[config.mk]
export PLATFORM = sky130hd
export DESIGN_NAME = latch_acknowledge_logic
export DESIGN_NICKNAME = d
export VERILOG_FILES = /design/src/hdl/latch_ack_pkg.sv /design/src/hdl/sync_if.sv /design/src/hdl/input_sync.sv /design/src/hdl/latch_acknowledge_logic.sv
export VERILOG_INCLUDE_DIRS = /design/src /design/src/hdl
export SDC_FILE = /design/constraint.sdc
export NUM_CORES = 1
export LEC_CHECK = 0
export ABC_CLOCK_PERIOD_IN_PS = 1800
export BUFFER_PORTS_ARGS = -buffer_cell sky130_fd_sc_hd__buf_2
export CAP_MARGIN = 15
export CORE_MARGIN = 1
export CORE_UTILIZATION = 55
export CTS_CLUSTER_DIAMETER = 80
export CTS_CLUSTER_SIZE = 20
export DETAILED_ROUTE_END_ITERATION = 8
export PLACE_DENSITY = 0.92
export SLEW_MARGIN = 20
export SYNTH_ARGS = -nofsm -noshare
export SYNTH_HDL_FRONTEND = slang
export SYNTH_SLANG_ARGS = --single-unit
[constraint.sdc]
create_clock -name clk -period 1.8 [get_ports clk]
set_input_delay 0.27 -clock clk [delete_from_list [all_inputs] [get_ports clk]]
set_output_delay 0.27 -clock clk [all_outputs]
set_load 0.005 [all_outputs]
[src/hdl/latch_ack_map.svh]
// register offsets, field positions, widths and reset values of the acknowledge block
`ifndef LATCH_ACK_MAP_SVH
`define LATCH_ACK_MAP_SVH

// ==================================================
// sizes
`define LA_NUM_RELAY      8
`define LA_NUM_SCADA      8
`define LA_NUM_SWGR       4
`define LA_LEDS_PER_GRP   7
`define LA_NUM_LED        14
`define LA_NUM_EXT        6
`define LA_NUM_IRQ        4
`define LA_ADDR_W         8
`define LA_DATA_W         32

// ==================================================
// register byte offsets
`define LA_REG_LED_MODE_A 8'h00
`define LA_REG_LED_MODE_B 8'h04
`define LA_REG_LATCH_STAT 8'h08
`define LA_REG_LED_STAT   8'h0c
`define LA_REG_IRQ_STAT   8'h10
`define LA_REG_IRQ_CLEAR  8'h14
`define LA_REG_IRQ_ENABLE 8'h18

// ==================================================
// field positions
`define LA_STAT_RELAY_LSB 0
`define LA_STAT_SCADA_LSB 8
`define LA_STAT_SWGR_LSB  16
`define LA_EXT_RELAY_BIT  0
`define LA_EXT_SCADA_BIT  1
`define LA_EXT_SWGR_LSB   2
`define LA_IRQ_RELAY_BIT  0
`define LA_IRQ_SCADA_BIT  1
`define LA_IRQ_SWGR_BIT   2
`define LA_IRQ_AUTO_BIT   3

// ==================================================
// reset values
`define LA_RST_IRQ_EN     4'h0

`endif

[src/hdl/latch_ack_pkg.sv]
// types shared by the acknowledge block
package latch_ack_pkg;
  typedef enum logic [1:0] {
    LED_PLAIN       = 2'b00,
    LED_LATCH       = 2'b01,
    LED_LATCH_ALARM = 2'b10,
    LED_LATCH_SPARE = 2'b11
  } led_mode_t;
endpackage

[src/hdl/sync_if.sv]
// interface carrying pin levels into the synchroniser and clean levels and edges back
`timescale 1ns/10ps
`default_nettype none
interface sync_if #(parameter int W = 6);
  logic [W-1:0] raw;
  logic [W-1:0] level;
  logic [W-1:0] rise;
  modport sync (input raw, output level, output rise);
  modport user (output raw, input level, input rise);
endinterface
`default_nettype wire

[src/hdl/input_sync.sv]
// three-stage pin synchroniser with agreement filter and rising-edge pulse
`timescale 1ns/10ps
`default_nettype none
module input_sync #(
  parameter int W = 6
) (
  // clock and reset
  input  wire logic clk,
  input  wire logic resetn,
  // pins in, clean levels and edges out
  sync_if.sync      sif
);
  logic [W-1:0] s1_q, s2_q, s3_q, lvl_q, rise_q;
  logic [W-1:0] lvl_d, rise_d;

  // ==================================================
  // filter: a change counts once stages two and three agree
  always_comb begin
    for (int i = 0; i < W; i++) begin
      lvl_d[i] = (s2_q[i] == s3_q[i]) ? s3_q[i] : lvl_q[i];
    end
    rise_d = lvl_d & ~lvl_q;
  end

  always_ff @(posedge clk or negedge resetn) begin
    if (!resetn) begin
      s1_q   <= '0;
      s2_q   <= '0;
      s3_q   <= '0;
      lvl_q  <= '0;
      rise_q <= '0;
    end else begin
      s1_q   <= sif.raw;
      s2_q   <= s1_q;
      s3_q   <= s2_q;
      lvl_q  <= lvl_d;
      rise_q <= rise_d;
    end
  end

  assign sif.level = lvl_q;
  assign sif.rise  = rise_q;
endmodule
`default_nettype wire

[src/hdl/latch_acknowledge_logic.sv]
// latched relay, scada, trip and led indications with external and automatic acknowledge
`timescale 1ns/10ps
`default_nettype none
`include "latch_ack_map.svh"

// Function
// - A rising external relay-acknowledge input clears every latched output relay together.
// - A rising external scada-acknowledge input clears every latched scada signal.
// - A rising protection alarm clears each led set to latch with alarm acknowledge.
// - The alarm acknowledge choice is a separate mode setting for each led.
// - There are two led groups of seven leds, each with a latch mode including ack by alarm.
module latch_acknowledge_logic
  import latch_ack_pkg::*;
(
  // clock and reset
  input  wire logic                         clk,
  input  wire logic                         resetn,
  // register port
  input  wire logic [`LA_ADDR_W-1:0]        addr,
  input  wire logic [`LA_DATA_W-1:0]        wdata,
  input  wire logic                         wr,
  input  wire logic                         rd,
  output logic      [`LA_DATA_W-1:0]        rdata,
  // acknowledge pins
  input  wire logic                         output_relay_ack_input,
  input  wire logic                         scada_ack_input,
  input  wire logic [`LA_NUM_SWGR-1:0]      switchgear_instance_ack_input,
  // set requests and alarm from protection logic
  input  wire logic [`LA_NUM_RELAY-1:0]     relay_set,
  input  wire logic [`LA_NUM_SCADA-1:0]     scada_set,
  input  wire logic [`LA_NUM_SWGR-1:0]      trip_set,
  input  wire logic [`LA_NUM_LED-1:0]       led_src,
  input  wire logic                         prot_alarm,
  // latched indications and interrupt
  output logic      [`LA_NUM_RELAY-1:0]     relay_out,
  output logic      [`LA_NUM_SCADA-1:0]     scada_out,
  output logic      [`LA_NUM_SWGR-1:0]      trip_out,
  output logic      [`LA_NUM_LED-1:0]       led_out,
  output logic                              irq
);

  // ==================================================
  // helpers
  function automatic logic [`LA_DATA_W-1:0] pack_modes(
    input led_mode_t m [`LA_NUM_LED], input int base);
    logic [`LA_DATA_W-1:0] r;
    r = '0;
    for (int i = 0; i < `LA_LEDS_PER_GRP; i++) begin
      r[2*i +: 2] = m[base + i];
    end
    return r;
  endfunction

  function automatic logic is_latched(input led_mode_t m);
    return m != LED_PLAIN;
  endfunction

  // ==================================================
  // pin synchroniser
  sync_if #(.W(`LA_NUM_EXT)) ext_if ();
  assign ext_if.raw = {switchgear_instance_ack_input, scada_ack_input, output_relay_ack_input};

  input_sync #(.W(`LA_NUM_EXT)) u_sync (
    .clk    (clk),
    .resetn (resetn),
    .sif    (ext_if)
  );

  logic                     ack_relay, ack_scada, alarm_rise;
  logic [`LA_NUM_SWGR-1:0]  ack_swgr;
  assign ack_relay = ext_if.rise[`LA_EXT_RELAY_BIT];
  assign ack_scada = ext_if.rise[`LA_EXT_SCADA_BIT];
  assign ack_swgr  = ext_if.rise[`LA_EXT_SWGR_LSB +: `LA_NUM_SWGR];

  // ==================================================
  // state
  logic [`LA_NUM_RELAY-1:0] relay_q, relay_d;
  logic [`LA_NUM_SCADA-1:0] scada_q, scada_d;
  logic [`LA_NUM_SWGR-1:0]  trip_q, trip_d;
  logic [`LA_NUM_LED-1:0]   led_q, led_d;
  led_mode_t                mode_q [`LA_NUM_LED];
  led_mode_t                mode_d [`LA_NUM_LED];
  logic                     alarm_q;
  logic [`LA_NUM_IRQ-1:0]   ist_q, ist_d, ien_q, ien_d, iev;
  logic                     irq_q, irq_d;
  logic [`LA_DATA_W-1:0]    rdata_q, rdata_d;

  assign alarm_rise = prot_alarm & ~alarm_q;

  // ==================================================
  // latches: a set in the clearing cycle wins over the clear
  always_comb begin
    relay_d = relay_set | (ack_relay ? '0 : relay_q);
    scada_d = scada_set | (ack_scada ? '0 : scada_q);
    trip_d  = trip_set | (trip_q & ~ack_swgr);
    for (int i = 0; i < `LA_NUM_LED; i++) begin
      if (!is_latched(mode_q[i])) begin
        led_d[i] = led_src[i];
      end else if (mode_q[i] == LED_LATCH_ALARM && alarm_rise) begin
        led_d[i] = led_src[i];
      end else begin
        led_d[i] = led_src[i] | led_q[i];
      end
    end
  end

  // ==================================================
  // register writes, interrupt status and reads
  always_comb begin
    mode_d = mode_q;
    ien_d  = ien_q;
    if (wr && addr == `LA_REG_LED_MODE_A) begin
      for (int i = 0; i < `LA_LEDS_PER_GRP; i++) begin
        mode_d[i] = led_mode_t'(wdata[2*i +: 2]);
      end
    end
    if (wr && addr == `LA_REG_LED_MODE_B) begin
      for (int i = 0; i < `LA_LEDS_PER_GRP; i++) begin
        mode_d[`LA_LEDS_PER_GRP + i] = led_mode_t'(wdata[2*i +: 2]);
      end
    end
    if (wr && addr == `LA_REG_IRQ_ENABLE) begin
      ien_d = wdata[`LA_NUM_IRQ-1:0];
    end
    iev = '0;
    iev[`LA_IRQ_RELAY_BIT] = ack_relay;
    iev[`LA_IRQ_SCADA_BIT] = ack_scada;
    iev[`LA_IRQ_SWGR_BIT]  = |ack_swgr;
    iev[`LA_IRQ_AUTO_BIT]  = alarm_rise;
    // an event in the clearing cycle stays set
    ist_d = ist_q;
    if (wr && addr == `LA_REG_IRQ_CLEAR) begin
      ist_d = ist_q & ~wdata[`LA_NUM_IRQ-1:0];
    end
    ist_d = ist_d | iev;
    irq_d = |(ist_d & ien_d);
    rdata_d = '0;
    if (rd) begin
      case (addr)
        `LA_REG_LED_MODE_A: rdata_d = pack_modes(mode_q, 0);
        `LA_REG_LED_MODE_B: rdata_d = pack_modes(mode_q, `LA_LEDS_PER_GRP);
        `LA_REG_LATCH_STAT: begin
          rdata_d[`LA_STAT_RELAY_LSB +: `LA_NUM_RELAY] = relay_q;
          rdata_d[`LA_STAT_SCADA_LSB +: `LA_NUM_SCADA] = scada_q;
          rdata_d[`LA_STAT_SWGR_LSB +: `LA_NUM_SWGR]   = trip_q;
        end
        `LA_REG_LED_STAT:   rdata_d[`LA_NUM_LED-1:0] = led_q;
        `LA_REG_IRQ_STAT:   rdata_d[`LA_NUM_IRQ-1:0] = ist_q;
        `LA_REG_IRQ_ENABLE: rdata_d[`LA_NUM_IRQ-1:0] = ien_q;
        default:            rdata_d = '0;
      endcase
    end
  end

  always_ff @(posedge clk or negedge resetn) begin
    if (!resetn) begin
      relay_q <= '0;
      scada_q <= '0;
      trip_q  <= '0;
      led_q   <= '0;
      alarm_q <= 1'b0;
      for (int i = 0; i < `LA_NUM_LED; i++) begin
        mode_q[i] <= LED_PLAIN;
      end
      ist_q   <= '0;
      ien_q   <= `LA_RST_IRQ_EN;
      irq_q   <= 1'b0;
      rdata_q <= '0;
    end else begin
      relay_q <= relay_d;
      scada_q <= scada_d;
      trip_q  <= trip_d;
      led_q   <= led_d;
      alarm_q <= prot_alarm;
      mode_q  <= mode_d;
      ist_q   <= ist_d;
      ien_q   <= ien_d;
      irq_q   <= irq_d;
      rdata_q <= rdata_d;
    end
  end

  assign relay_out = relay_q;
  assign scada_out = scada_q;
  assign trip_out  = trip_q;
  assign led_out   = led_q;
  assign irq       = irq_q;
  assign rdata     = rdata_q;

  for (genvar g = 0; g < `LA_NUM_LED; g++) begin : g_led_chk

  end
  for (genvar s = 0; s < `LA_NUM_SWGR; s++) begin : g_trip_chk

  end
endmodule
`default_nettype wire

==> reports/metrics.cfg <==
[outcome]
status = finished clean

[synthesis]
ys_types = 39
synth.area.top_cells = dfrtp_1 63%, mux2_2 8.8%, a21o_1 7.4%, nand2_1 2.6%, a22oi_1 2.2%
avgSynthCellArea_um2 = 13.1
synth_largest_area_cell = dfrtp_1
post-synth-top-area-fraction_pct = 62.9
yosysWarnings = 0
synth_ff_type = dfrtp_1
synth_commonest_cells = 122 x dfrtp_1, 48 x a21o_1, 38 x mux2_2, 33 x nand2_1, 14 x a22oi_1
ys_ff_latch = 122
synth.most_common_cell = dfrtp_1
seq_area_frac_synth_pct = 62.9
async_reset_ff_share_pct = 100
synthesis.area_um2 = 4850
synth_enable_flop_cells = 0
synth_cells = 370

[cts]
cts_root_buf = clkbuf_8
numCtsBuffers = 17
clkTransAtPathRegs_ps = 60
insertion_delay_ps = 510
post_cts_buffers = 0
clockBufferDepth = 2
htree_num_levels = 4
cts_tree = done
cts.sinks = 122

[global_route]
grt.overflow.total = 0
grt_use_total_pct = 31.0
antenna_found_initial = 0
grt_start_max_net_pins = 67
grt_pass1_vias = 4047
grt_pass1_wl_mm = 20.4

[flow_run]
drv_cap = 0

[worst_setup_path]
crit_chain = dlygate4sd3_1 -> buf_2 -> nand2b_1 -> a21boi_2 -> o2111ai_1
crit_fanout = 15
critPathArrivalTime_ps = 1920
cp-end-kind = flip-flop
startpoint_type = input pin
critical_path_class = in2reg
reg2reg_slack_ps = 300
cpPeakStageDelay_ps = 540
slowest_stage = nand2b_1
regToRegEndpoint = irq
critPathRequiredTime_ps = 2160
worst-path-buf-inv = 2
startpoint = prot_alarm
cp_top_family = buffers and inverters
endpoint = irq
r2r_start = alarm_q
rr_worst_depth = 3
path_depth = 5

[sta]
fin_crit_sh_pct = 86.4
worst_slew_pin_slew_ps = 769
hold_violations = 0
slew_viol_final = 0
fin_crit_ps = 1560
rsz0062_at_grt = false
timing.slew.headroom_pct = 48.7
hold-worst-slack_ps = 32.8
setup_viol = 0
tns_ps = 0
fin_worst_skew_ps = 7.89
fmax_ghz = 0.643

[hold_path]
min_path_type = in2reg

[drt]
drc = 0
initialDrtViolationCount = 189
detail-route-antenna-nets = 0
drt-total-wl_mm = 13.0
dr.pass1.iters = 5
vias = 3817
wl_per_cell_um = 19.1
vias_per_cell = 5.60

[die]
num_rows = 33
die_x_um = 95.9
core_um2 = 8380
die_h_um = 95.9
ios = 152
start_util_pct = 57.9
dieArea_um2 = 9200

[layout]
diodes = 0
drive_above_1_share_pct = 39.0
syn2layout_area_growth_pct = 38.4
instances_no_fill = 682
nets = 649

[power]
ir_drop_v = 0.000780
p_per_area_nw_per_um2 = 1020
leakage_nw = 3.39

[place]
dpl.hpwl_mm = 7.94
dp_cells = 601
portBuffers = 121
routabilityCongestion = 0.890

[worst min-delay path by stage]
stage | depth (start not counted) | slack (ps) | endpoint | from
floorplan | 0 | -30 | alarm_q | resetn
global placement | 1 | 80 | alarm_q | resetn
detailed placement | 1 | 80 | alarm_q | resetn
CTS | 2 | 5 | mode_q[14] | wdata[12]
global route | 2 | 10 | mode_q[14] | wdata[12]
finish | 2 | 30 | mode_q[14] | wdata[12]
[placed cells by master, fill, tap and decap left out, types with 3 or more instances in the layout]
cell type,n
a22oi_1,14
buf_2,120
a21oi_1,10
mux2i_1,5
buf_4,17
o2bb2ai_1,5
maj3_1,5
or2_2,6
clkinv_4,3
a21o_1,48
nor2_1,11
inv_6,3
inv_1,11
mux2_2,38
nand2_1,33
o41a_2,3
clkbuf_16,16
and3_1,6
dfrtp_1,122
conb_1,12
bufinv_16,3
a31oi_1,4
dlygate4sd3_1,49
[logic make-up (layout without fill, tap and decap cells)]
group                    count (synthesis)  after routing  share of synthesized area, %
multiplexers                            43             43                          9.85
adder cells (fa/ha/maj)                  5              5                          1.03
AO/OA/AOI/OAI                           92             92                          14.2
AND/OR/NAND/NOR                         72             72                          7.84
buffers and inverters                   35            231                          4.15
flip-flops                             122            122                          62.9
other                                    1             12                        0.0773
[per-stage QoR]
| step | total power [W] | utilization (%) | setup slack (ps) | area, um2 |
|---|---|---|---|---|
| final | 0.00688 | 80.1 | 245 | 6720 |
| after global routing | 0.00710 | 80.1 | 209 | 6720 |
| after floorplan | 0.00320 | - | -3.72 | 4900 |
| after CTS | 0.00690 | 80.1 | 340 | 6720 |
| after global placement | 0.00343 | 67.3 | -94.2 | 5640 |
| after detailed placement | 0.00346 | 67.3 | -103 | 5640 |
[worst reg2reg max path, cell delays in order, from the launching register on]
cell	delay [ps]
dfrtp_1	310
nand2b_1	600
a21boi_2	320
o2111ai_1	130
[area by class of cell]
class / instances / area (um2)
clock buffer: 19 / 422
clock inverter: 13 / 168
fill: 485 / 1660
inverter: 11 / 41.3
multi-input combinational: 224 / 1640
sequential: 122 / 3050
tap: 105 / 131
timing repair buffer: 188 / 1260
[report_power, final]
| part | internal [W] | switching, W | leakage [nW] |
|---|---|---|---|
| combinational | 0.000291 | 0.000258 | 1.61 |
| sequential | 0.00287 | 0.0000920 | 1.50 |
| clock | 0.00212 | 0.00124 | 0.283 |
| total | 0.00528 | 0.00159 | 3.39 |
[layer usage]
metal,global-route usage [%],wire (um)
met5,0,0
met2,54.9,7050
met3,7.58,882
met1,35.7,4790
met4,13.3,279
[state kept, by name, summed over array words and instances (netlist names), 4 cells and up]
name	count
relay_out	8
ist_q	4
u_sync.s2_q	6
mode_q	28
scada_out	8
u_sync.s3_q	6
led_out	14
rdata	20
u_sync.s1_q	6
trip_out	4
u_sync.sif.rise	6
ien_q	4
u_sync.sif.level	6
[repair_timing]
item,4_1_cts,5_1_grt
hold buffers,49,0
endpoints found under the setup margin,0,0
gates resized for setup,0,0
endpoints found under the hold margin,174,0
(Power assumes the default switching activity.)
